==> config.mk <==
export PLATFORM = sky130hd
export DESIGN_NAME = system_clock_divider
export DESIGN_NICKNAME = d
export VERILOG_FILES = /design/src/shared/clock_divider_pkg.sv /design/src/core/divided_clock_gen.sv /design/src/core/system_clock_divider.sv
export SDC_FILE = /design/constraint.sdc
export NUM_CORES = 1
export LEC_CHECK = 0
export BUFFER_PORTS_ARGS = -buffer_cell sky130_fd_sc_hd__buf_2
export CORE_ASPECT_RATIO = 1.2
export CORE_MARGIN = 2
export CORE_UTILIZATION = 35
export DETAILED_ROUTE_END_ITERATION = 6
export PLACE_DENSITY_LB_ADDON = 0.3
export SYNTH_ARGS = -nofsm -noshare
export SYNTH_HDL_FRONTEND = slang
export SYNTH_SLANG_ARGS = --single-unit
==> constraint.sdc <==
create_clock -name pclk -period 3.8 [get_ports pclk]
set_input_delay 0.76 -clock pclk [delete_from_list [all_inputs] [get_ports pclk]]
set_output_delay 0.76 -clock pclk [all_outputs]
set_load 0.01 [all_outputs]
==> src/shared/clock_divider_pkg.sv <==
// ==========================================================================
package clock_divider_pkg;
   localparam logic [15:0] CLOCK_DIVIDE_CONTROL_OFFSET = 16'hFF5D;
   // The printed offset is odd, so it is kept as a word index and the bus
   // sees the register at four times that index, one aligned word.
   localparam logic [31:0] CLOCK_DIVIDE_CONTROL_ADDR = 32'h0003FD74;
   localparam logic [7:0] CLOCK_DIVIDE_CONTROL_RESET = 8'hFC;
   localparam logic [7:0] RESERVED_READ_MASK = 8'hFC;
   localparam int DIVIDE_SELECT_LOW_BIT = 0;
   localparam int DIVIDE_SELECT_HIGH_BIT = 1;
   localparam int DIVIDE_SELECT_WIDTH = 2;
   localparam logic [1:0] DIVIDE_BY_1 = 2'h0;
   localparam logic [1:0] DIVIDE_BY_2 = 2'h1;
   localparam logic [1:0] DIVIDE_BY_4 = 2'h2;
   localparam logic [1:0] DIVIDE_BY_8 = 2'h3;
   localparam int DIV_COUNT_WIDTH = 3;
   localparam int STANDBY_WAIT_DEFAULT = 16;
endpackage

==> src/core/divided_clock_gen.sv <==
`timescale 1ns/1ns
`default_nettype none
// ==========================================================================
// Divider core
// The counter runs on the source clock; the divided clock is a registered
// enable pattern plus a registered level. A new select is only latched when
// the counter wraps, so no high or low phase of the output is cut short.
module divided_clock_gen
   import clock_divider_pkg::*;
(
   input wire logic pclk,
   input wire logic presetn,
   input wire logic [1:0] select,
   output logic sys_clk_level,
   output logic sys_clk_tick,
   output logic [1:0] active_select
);
   logic [DIV_COUNT_WIDTH-1:0] count_r;
   logic [DIV_COUNT_WIDTH-1:0] count_nxt;
   logic [DIV_COUNT_WIDTH-1:0] last_w;
   logic [DIV_COUNT_WIDTH-1:0] half_w;
   logic wrap_w;
   logic level_nxt;

   function automatic logic [DIV_COUNT_WIDTH-1:0] last_count(input logic [1:0] sel);
      unique case (sel)
         DIVIDE_BY_1: last_count = 3'h0;
         DIVIDE_BY_2: last_count = 3'h1;
         DIVIDE_BY_4: last_count = 3'h3;
         DIVIDE_BY_8: last_count = 3'h7;
      endcase
   endfunction

   assign last_w = last_count(active_select);
   assign half_w = last_w >> 1;
   assign wrap_w = (count_r == last_w);
   assign count_nxt = wrap_w ? 3'h0 : 3'(count_r + 3'h1);
   // Divide by 1 cannot be built from a single-edge register; a toggling level
   // at half rate stands for it and the tick marks every source edge.
   assign level_nxt = (active_select == DIVIDE_BY_1) ? ~sys_clk_level :
      (count_nxt <= half_w);

   always_ff @(posedge pclk or negedge presetn) begin
      if (!presetn) begin
         count_r <= 3'h0;
         active_select <= DIVIDE_BY_1;
         sys_clk_level <= 1'b1;
         sys_clk_tick <= 1'b0;
      end else begin
         count_r <= count_nxt;
         sys_clk_level <= level_nxt;
         sys_clk_tick <= wrap_w;
         if (wrap_w) begin
            active_select <= select;
         end
      end
   end
endmodule
`default_nettype wire

==> src/core/system_clock_divider.sv <==
// Register access over APB is this design's own decision.
`timescale 1ns/1ns
`default_nettype none
// ==========================================================================
// System clock divider with its control register on APB.
module system_clock_divider
   import clock_divider_pkg::*;
#(
   parameter int STANDBY_WAIT_CYCLES = STANDBY_WAIT_DEFAULT
)
(
   input wire logic pclk,
   input wire logic presetn,
   input wire logic psel,
   input wire logic penable,
   input wire logic pwrite,
   input wire logic [31:0] paddr,
   input wire logic [31:0] pwdata,
   input wire logic [3:0] pstrb,
   output logic [31:0] prdata,
   output logic pready,
   output logic pslverr,
   input wire logic hw_standby_n,
   input wire logic sw_standby_exit,
   output logic clock_output_pin,
   output logic module_clock_enable,
   output logic standby_wait_done
);
   // ==========================================================================
   // Types and helpers

   // Bus phase as the slave sees it: an answer cycle follows every setup.
   typedef enum logic {
      BUS_IDLE,
      BUS_ANSWER
   } bus_state_t;

   // The exit wait is either idle or counting divided periods.
   typedef enum logic {
      WAIT_IDLE,
      WAIT_COUNT
   } wait_state_t;

   // The register is one aligned word; every other address is refused.
   function automatic logic addr_hit(input logic [31:0] addr);
      addr_hit = (addr == CLOCK_DIVIDE_CONTROL_ADDR);
   endfunction

   // Reserved bits are not stored, so the image always shows them as ones.
   function automatic logic [7:0] reg_image(input logic [1:0] sel);
      reg_image = RESERVED_READ_MASK | {6'h00, sel};
   endfunction

   // ==========================================================================
   // Pin synchronisers

   // Both pins are asynchronous to pclk. Each passes two flip-flops and only
   // the second one is read, so a metastable first stage never fans out.
   localparam int PIN_COUNT = 2;
   localparam int PIN_HW_STANDBY = 0;
   localparam int PIN_SW_EXIT = 1;

   logic [PIN_COUNT-1:0] pin_raw_w;
   logic [PIN_COUNT-1:0] pin_sync_w;
   logic hw_standby_n_sync_w;
   logic exit_sync_w;
   logic exit_seen_r;
   logic exit_rise_w;

   assign pin_raw_w[PIN_HW_STANDBY] = hw_standby_n;
   assign pin_raw_w[PIN_SW_EXIT] = sw_standby_exit;

   for (genvar i = 0; i < PIN_COUNT; i++) begin : g_sync
      logic meta_r;
      logic sync_r;

      // Both stages clear to zero, so hardware standby is assumed until the
      // pin has been seen high twice.
      always_ff @(posedge pclk or negedge presetn) begin
         if (!presetn) begin
            meta_r <= 1'b0;
            sync_r <= 1'b0;
         end else begin
            meta_r <= pin_raw_w[i];
            sync_r <= meta_r;
         end
      end

      assign pin_sync_w[i] = sync_r;
   end

   assign hw_standby_n_sync_w = pin_sync_w[PIN_HW_STANDBY];
   assign exit_sync_w = pin_sync_w[PIN_SW_EXIT];

   // The edge detector clears to the idle level of the pin, so no false
   // exit edge follows reset.
   always_ff @(posedge pclk or negedge presetn) begin
      if (!presetn) begin
         exit_seen_r <= 1'b0;
      end else begin
         exit_seen_r <= exit_sync_w;
      end
   end

   assign exit_rise_w = exit_sync_w && !exit_seen_r;

   // ==========================================================================
   // Control register

   logic [1:0] divide_select_r;
   logic [1:0] divide_select_nxt;
   logic [1:0] write_select_w;
   logic setup_w;
   logic access_w;
   logic hit_w;
   logic write_w;
   logic read_setup_w;
   bus_state_t bus_state_r;
   bus_state_t bus_state_nxt;

   assign setup_w = psel && !penable;
   assign access_w = psel && penable;
   assign hit_w = addr_hit(paddr);
   assign write_w = access_w && (bus_state_r == BUS_ANSWER) && pwrite && hit_w && pstrb[0];
   assign read_setup_w = setup_w && !pwrite && hit_w;

   // Only the low two bits are stored, so writes to reserved bits are dropped.
   assign write_select_w = pwdata[DIVIDE_SELECT_HIGH_BIT:DIVIDE_SELECT_LOW_BIT];
   assign divide_select_nxt = write_w ? write_select_w : divide_select_r;

   // Software standby reaches this block only through its exit pin, which
   // does not touch the register, so the register simply holds across it.
   // Hardware standby forces the reset value.
   always_ff @(posedge pclk or negedge presetn) begin
      if (!presetn) begin
         divide_select_r <= CLOCK_DIVIDE_CONTROL_RESET[1:0];
      end else if (!hw_standby_n_sync_w) begin
         divide_select_r <= CLOCK_DIVIDE_CONTROL_RESET[1:0];
      end else begin
         divide_select_r <= divide_select_nxt;
      end
   end

   // ==========================================================================
   // Bus phase tracking

   // A write lands only in an access cycle that followed a setup cycle, so a
   // master that skips setup cannot change the ratio.
   always_comb begin
      bus_state_nxt = bus_state_r;
      unique case (bus_state_r)
         BUS_IDLE: begin
            bus_state_nxt = setup_w ? BUS_ANSWER : BUS_IDLE;
         end
         BUS_ANSWER: begin
            bus_state_nxt = setup_w ? BUS_ANSWER : BUS_IDLE;
         end
      endcase
   end

   always_ff @(posedge pclk or negedge presetn) begin
      if (!presetn) begin
         bus_state_r <= BUS_IDLE;
      end else begin
         bus_state_r <= bus_state_nxt;
      end
   end

   // ==========================================================================
   // Bus answer

   // The answer is registered from the setup cycle, which gives zero wait
   // states; ready, error and read data stand for the access cycle only.
   logic ready_nxt;
   logic error_nxt;
   logic [31:0] rdata_nxt;

   assign ready_nxt = setup_w;
   assign error_nxt = setup_w && !hit_w;
   assign rdata_nxt = read_setup_w ? {24'h000000, reg_image(divide_select_r)} : 32'h00000000;

   always_ff @(posedge pclk or negedge presetn) begin
      if (!presetn) begin
         pready <= 1'b0;
      end else begin
         pready <= ready_nxt;
      end
   end

   always_ff @(posedge pclk or negedge presetn) begin
      if (!presetn) begin
         pslverr <= 1'b0;
      end else begin
         pslverr <= error_nxt;
      end
   end

   always_ff @(posedge pclk or negedge presetn) begin
      if (!presetn) begin
         prdata <= 32'h00000000;
      end else begin
         prdata <= rdata_nxt;
      end
   end

   // ==========================================================================
   // Divider

   logic level_w;
   logic tick_w;

   // The divider picks up a new select only at its own period boundary.
   divided_clock_gen u_gen (
      .pclk(pclk),
      .presetn(presetn),
      .select(divide_select_r),
      .sys_clk_level(level_w),
      .sys_clk_tick(tick_w),
      .active_select()
   );

   // ==========================================================================
   // Clock outputs

   // The pin idles high during reset, matching the divider's first phase.
   always_ff @(posedge pclk or negedge presetn) begin
      if (!presetn) begin
         clock_output_pin <= 1'b1;
      end else begin
         clock_output_pin <= level_w;
      end
   end

   // On-chip modules advance once per divided period on this enable.
   always_ff @(posedge pclk or negedge presetn) begin
      if (!presetn) begin
         module_clock_enable <= 1'b0;
      end else begin
         module_clock_enable <= tick_w;
      end
   end

   // ==========================================================================
   // Standby exit wait

   // The wait is counted in divided periods, so its length in time follows
   // the ratio; a fresh exit edge while counting starts the wait again.
   localparam int WAIT_W = $clog2(STANDBY_WAIT_CYCLES + 1);

   wait_state_t wait_state_r;
   wait_state_t wait_state_nxt;
   logic [WAIT_W-1:0] wait_r;
   logic [WAIT_W-1:0] wait_nxt;
   logic last_period_w;
   logic done_nxt;

   assign last_period_w = (wait_r == WAIT_W'(STANDBY_WAIT_CYCLES - 1));

   always_comb begin
      wait_state_nxt = wait_state_r;
      wait_nxt = wait_r;
      done_nxt = 1'b0;
      unique case (wait_state_r)
         WAIT_IDLE: begin
            if (exit_rise_w) begin
               wait_state_nxt = WAIT_COUNT;
               wait_nxt = '0;
            end
         end
         WAIT_COUNT: begin
            if (exit_rise_w) begin
               wait_nxt = '0;
            end else if (tick_w) begin
               if (last_period_w) begin
                  wait_state_nxt = WAIT_IDLE;
                  done_nxt = 1'b1;
               end else begin
                  wait_nxt = WAIT_W'(wait_r + 1'b1);
               end
            end
         end
      endcase
   end

   always_ff @(posedge pclk or negedge presetn) begin
      if (!presetn) begin
         wait_state_r <= WAIT_IDLE;
      end else begin
         wait_state_r <= wait_state_nxt;
      end
   end

   always_ff @(posedge pclk or negedge presetn) begin
      if (!presetn) begin
         wait_r <= '0;
      end else begin
         wait_r <= wait_nxt;
      end
   end

   // The done flag is a single-cycle pulse at the end of the last period.
   always_ff @(posedge pclk or negedge presetn) begin
      if (!presetn) begin
         standby_wait_done <= 1'b0;
      end else begin
         standby_wait_done <= done_nxt;
      end
   end

   // ==========================================================================
   // Notes for users

   // The divide-by-one setting shows a half-rate toggle on the output pin,
   // since a registered output cannot run at the source clock itself.
   // Software must keep the divided clock inside its operating range; the
   // block accepts every code and does not police the resulting frequency.
endmodule
`default_nettype wire

==> run_results.csv, run 1 <==
group,metric,value,unit
logic_synthesis,syn_inst,132,
grt,grt_max_degree,29,
clock_tree,ctsHtreeMaxLevel,1,
timing,slew_violations,0,
placed_design,dp_worst_setup_slack,1390,ps
power,peakVddDrop,0.223,mV
timing,finalHoldWorstSlack,355,ps
run,maxCapViolations,0,
finish,drive_above_1_share,33.1,%
finish,multi_input_area,562,µm²
worst_setup_path,cp-start-kind,"register",
finish,nNetsFinal,262,
clock_tree,post_cts_buffers,0,
logic_synthesis,syn_area,1420,µm²
power,totalPowerFinal,0.668,mW
floorplan,io_pins,112,
grt,top_usage_layer,"met2",
floorplan,start_util,36.4,%
logic_synthesis,ys_dominant_reg_cell,"dfrtp_1",
clock_tree,cts_tree,"yes",
logic_synthesis,avgSynthCellArea,10.8,µm²
routing,vias,987,
logic_synthesis,ys_seq_area_share,49.4,%
clock_tree,path_clk_slew,90,ps
grt,grt_pass1_wl,3940,µm
finish,register_area,703,µm²
power,p_leak,0.896,nW
clock_tree,cts.sinks,28,
finish,n_fill_cell,397,
finish,area_growth,18.7,%
timing,final.period_utilization,63.9,%
logic_synthesis,ys_top_cells_by_area,"dfrtp_1, buf_4, ha_1, dfstp_2, mux2i_1",
logic_synthesis,synth-edff-count,0,
floorplan,dieArea,4590,µm²
logic_synthesis,synth_top_cell_by_area,"dfrtp_1",
timing,rsz0062_at_grt,"false",
clock_tree,hold_buffers,0,
timing,tightestPinTransition,594,ps
logic_synthesis,post_synth_num_cell_types,35,
routing,wl,2410,µm
clock_tree,clk_path_buf_depth,2,
min_path,hold_path_class,"register to register",
logic_synthesis,postSynth.asyncResetShare,100,%
placed_design,gp_routability_congestion,0.747,
routing,drc_errors,0,
grt,grt_use_met2,19.6,%
floorplan,die_w,62.2,µm
worst_setup_path,arrival,2610,ps
routing,drt_iter0_markers,41,
routing,avgRoutedWirePerCell,10.2,µm
timing,finalHoldViolCount,0,
grt,antenna_found_initial,0,
finish,final_cells,235,
timing,setup_viol,0,
timing,fmax,0.412,GHz
routing,dr.pass1.iters,4,
worst_setup_path,crit_fanout,8,
grt,globalRoute.totalOverflow,0,
logic_synthesis,synth_top_cell_area_share,45.7,%
routing,via_per_inst,4.20,
grt,met1_usage,12.9,%
timing,maxSlewHeadroom,60.4,%
power,p_per_area,395,nW/µm²
floorplan,die-height,73.8,µm
routing,ant_nets,0,
worst_setup_path,crit_type,"register to register",
status,outcome,"finished clean",
placed_design,portBuffers,54,
grt,grt.total_usage,11.0,%
worst_setup_path,end_kind,"register",
timing,period_minus_slack,2430,ps
clock_tree,clock_latency,270,ps
timing,fin_skew,6.08,ps
clock_tree,clockRootBuffer,"clkbuf_8",
floorplan,core-area,3910,µm²
placed_design,placed_cells,231,
grt,grt_pass1_vias,880,
logic_synthesis,synthTopCellsByCount,"buf_4, dfrtp_1, nand2_1",
logic_synthesis,ys_warn_count,0,
logic_synthesis,synth_seq_cells,28,
timing,layout_setup_ws,1370,ps
clock_tree,cts-resized-gates,0,
floorplan,rows,25,
placed_design,post-dp-hpwl,2000,µm
finish,antennaDiodeCount,0,
logic_synthesis,yosysMostFrequentCell,"buf_4",
worst_setup_path,required,3980,ps
timing,tns,0,ps
clock_tree,cts_made_buffers,3,
grt,grt_util_met3,4.13,%
[logic make-up after synthesis]
group / after synthesis / share of synthesized area (%)
fa+ha+maj: 5 / 4.40
simple gates: 45 / 18.5
flops: 28 / 49.4
other cells: 1 / 0.264
buf+inv: 36 / 17.2
xor+xnor: 4 / 2.46
mux: 6 / 4.40
compound gates: 7 / 3.43
[sequential cells by signal (all words and copies together) (netlist names), 2 cells and up]
name and flops:
g_sync.meta_r 2, u_gen.count_r 3, wait_r 5, divide_select_r 2, u_gen.active_select 2, prdata 3
[final cells by class]
cell class	count	area share [%]
Sequential cell	28	41.6
Multi-Input combinational cell	91	33.3
Timing Repair Buffer	54	16.0
Tap cell	54	4.00
Clock buffer	3	2.44
Clock inverter	1	1.78
Inverter	4	0.889
[cells in the final DEF, fill, tap and decap left out, types with 2 or more instances in the layout]
cell type and n:
nor2b_1 2, and2_1 3, ha_1 5, nand2b_1 2, o21ai_0 2, inv_1 4, xor2_1 2, dfrtp_1 26
nand4_1 3, nand3_1 2, buf_2 54, mux2_1 2, nor4_1 5, nor2_1 7, and4b_1 2, dfstp_2 2
xnor2_1 2, clkbuf_8 3, nand2_1 10, conb_1 24, mux2i_1 4
[power breakdown]
group / switching (mW) / internal (mW) / leakage (nW)
Combinational: 0.0505 / 0.0456 / 0.511
Clock: 0.0858 / 0.141 / 0.0357
Sequential: 0.0195 / 0.325 / 0.350
[final timing paths]
kind,from,to,slack [ps],cells after the start
max in group asynchronous,presetn,divide_select_r[1]$_DFFE_PN0P_,2920,1
worst max register to register,u_gen.active_select[0]$_DFFE_PN0P_,u_gen.sys_clk_level$_DFF_PN1_,1370,9
worst max-delay path,u_gen.active_select[0]$_DFFE_PN0P_,u_gen.sys_clk_level$_DFF_PN1_,1370,9
worst min register to register,g_sync[0].meta_r$_DFF_PN0_,g_sync[0].sync_r$_DFF_PN0_,350,0
worst min-delay path,g_sync[0].meta_r$_DFF_PN0_,g_sync[0].sync_r$_DFF_PN0_,350,0
min in group asynchronous,presetn,wait_r[3]$_DFFE_PN0P_,480,1
[per-layer routing]
layer,share of wire (%),vias to the layer above,wire length [µm]
met5,0,-,0
met4,1.0,0,25
met3,6.0,4,145
met2,52,30,1250
met1,41,458,982
li1,-,495,-
[metrics by stage]
stage / utilization, % / instance area (µm²)
4_1_cts: 43.2 / 1690
6_report: 43.2 / 1690
3_5_place_dp: 41.4 / 1620
3_3_place_gp: 41.4 / 1620
5_1_grt: 43.2 / 1690
2_1_floorplan: - / 1510
[worst max-delay path, stage by stage (launching register included)]
cell     delay, ps
dfrtp_1        460
or4_1          570
mux2i_1        190
a31oi_1        120
and2_1         230
ha_1           300
nor2b_1        130
o21ai_0        130
o21ai_0        100
o32ai_1        110
No activity file was read; power rests on OpenSTA's default activity.
==> run 2, diff against run 1 <==
Clock period 3.8 ns to 2.35 ns, I/O delays scaled along.
==> run_results.csv, run 2 (synthesis results as in run 1) <==
group,metric,value,unit
grt,grt_pass1_wl,3910,µm
routing,drt_iter0_markers,28,
finish,n_fill_cell,375,
clock_tree,cts.sinks,28,
placed_design,portBuffers,54,
grt,antenna_found_initial,0,
timing,tightestPinTransition,590,ps
finish,fin_util,44.6,%
finish,layout_commonest_cell,"buf_2",
power,p_per_area,572,nW/µm²
worst_setup_path,crit_type,"register to register",
timing,maxSlewHeadroom,60.6,%
worst_setup_path,critPathSlowestCell,"or4_4",
floorplan,start_util,36.4,%
routing,vias,1009,
worst_setup_path,crit_fanout,4,
clock_tree,clockRootBuffer,"clkbuf_8",
routing,wl,2430,µm
worst_setup_path,crit_chain,"or4_4 > mux2i_2 > a31oi_1 > and2_4 > ha_1 > nor2b_1 > o21ai_0 > o21ai_1 > o32ai_2",
routing,drc_errors,0,
min_path,hold_path_class,"input pin to async pin",
finish,largest_reg_flops,5,
finish,nNetsFinal,269,
clock_tree,cts_tree,"yes",
clock_tree,cts_made_buffers,3,
worst_setup_path,worst_path_dominant_cell_family,"simple AND/OR/NAND/NOR gates",
placed_design,gp_routability_congestion,0.729,
finish,drive_above_1_share,38.3,%
floorplan,rows,25,
worst_setup_path,required,2540,ps
finish,final_cell_mix,"buf_2, dfrtp_1, conb_1, nand2_1",
worst_setup_path,critPathMaxStageDelay,550,ps
grt,grt_max_degree,29,
timing,fin_skew,2.67,ps
worst_setup_path,cp-start-kind,"register",
timing,final.period_utilization,95.4,%
status,outcome,"finished clean",
power,peakVddDrop,0.296,mV
grt,grt.total_usage,10.9,%
floorplan,dieArea,4590,µm²
clock_tree,ctsHtreeMaxLevel,1,
power,totalPowerFinal,0.998,mW
routing,avgRoutedWirePerCell,10.0,µm
timing,period_minus_slack,2240,ps
worst_setup_path,end_kind,"register",
grt,grt_pass1_vias,898,
floorplan,die_w,62.2,µm
run,maxCapViolations,0,
worst_setup_path,worstPathBufferInverterCount,0,
timing,slew_violations,0,
finish,top_register,"wait_r",
timing,fmax,0.446,GHz
floorplan,die-height,73.8,µm
clock_tree,clk_path_buf_depth,2,
power,p_leak,0.933,nW
worst_setup_path,arrival,2430,ps
grt,globalRoute.totalOverflow,0,
finish,antennaDiodeCount,0,
routing,via_per_inst,4.17,
finish,reg.largest.list,"wait_r (5), prdata (3), u_gen.count_r (3)",
placed_design,post-dp-hpwl,1990,µm
finish,area_growth,22.6,%
routing,dr.pass1.iters,4,
timing,finalHoldViolCount,0,
clock_tree,clock_latency,270,ps
clock_tree,path_clk_slew,90,ps
floorplan,core-area,3910,µm²
routing,ant_nets,0,
floorplan,io_pins,112,
timing,setup_viol,0,
==> run 2: layout make-up <==
type	count	area (µm²)	share of cell area, %
tap	54	67.6	3.87
sequential	28	704	40.4
timing repair buffer	61	323	18.5
inverter	4	15.0	0.861
clock buffer	4	55.1	3.16
multi-input combinational	91	579	33.2
==> run 2: what timing repair did <==
| item | in CTS | in global routing |
|---|---|---|
| endpoints found under the setup margin | 0 | 1 |
| resized for setup | 0 | 6 |
| buffers inserted | 0 | 1 |
| hold buffers | 0 | 0 |
==> run 2: path summary, 6_finish.rpt <==
kind                                                 end  depth (start not counted)                               start  slack (ps)
setup / recovery           u_gen.sys_clk_level$_DFF_PN1_                          9  u_gen.active_select[0]$_DFFE_PN0P_         110
hold / removal                     wait_r[2]$_DFFE_PN0P_                          1                             presetn         190
setup reg to reg           u_gen.sys_clk_level$_DFF_PN1_                          9  u_gen.active_select[0]$_DFFE_PN0P_         110
hold reg to reg               g_sync[0].sync_r$_DFF_PN0_                          0          g_sync[0].meta_r$_DFF_PN0_         360
max in group asynchronous     u_gen.count_r[2]$_DFF_PN0_                          1                             presetn        1740
min in group pclk             g_sync[1].meta_r$_DFF_PN0_                          1                     sw_standby_exit         300
==> run 2: where the power goes <==
group,internal [mW],leakage (nW),total [mW],switching (mW)
sequential,0.526,0.348,0.557,0.0304
clock,0.150,0.0288,0.285,0.135
combinational,0.0739,0.555,0.157,0.0829
total,0.750,0.933,0.998,0.248
==> run 2: per-stage QoR <==
stage	setup TNS [ps]	hold slack, ps	instance area (µm²)	cells	setup WS (ps)
6_report	0	195	1740	242	108
5_1_grt	-10.7	241	1740	242	-10.7
4_1_cts	0	214	1720	241	53.2
3_5_place_dp	0	344	1660	237	74.9
3_3_place_gp	0	335	1660	237	95.4
2_1_floorplan	0	174	1510	155	140
==> run 2: metal layers <==
metal | up-vias | wire length [µm] | track usage (%)
met5 | - | 0 | 0
met4 | 0 | 27 | 2.47
met3 | 6 | 135 | 3.98
met2 | 32 | 1240 | 19.6
met1 | 459 | 1020 | 12.6
li1 | 512 | - | -
==> run 2: worst register-to-register path, delay by kind of cell, from the launching register on <==
| family | cells | cell delay (ps) |
|---|---|---|
| flops | 1 | 420 |
| simple gates | 3 | 860 |
| compound gates | 4 | 400 |
| mux | 1 | 190 |
| fa+ha+maj | 1 | 290 |
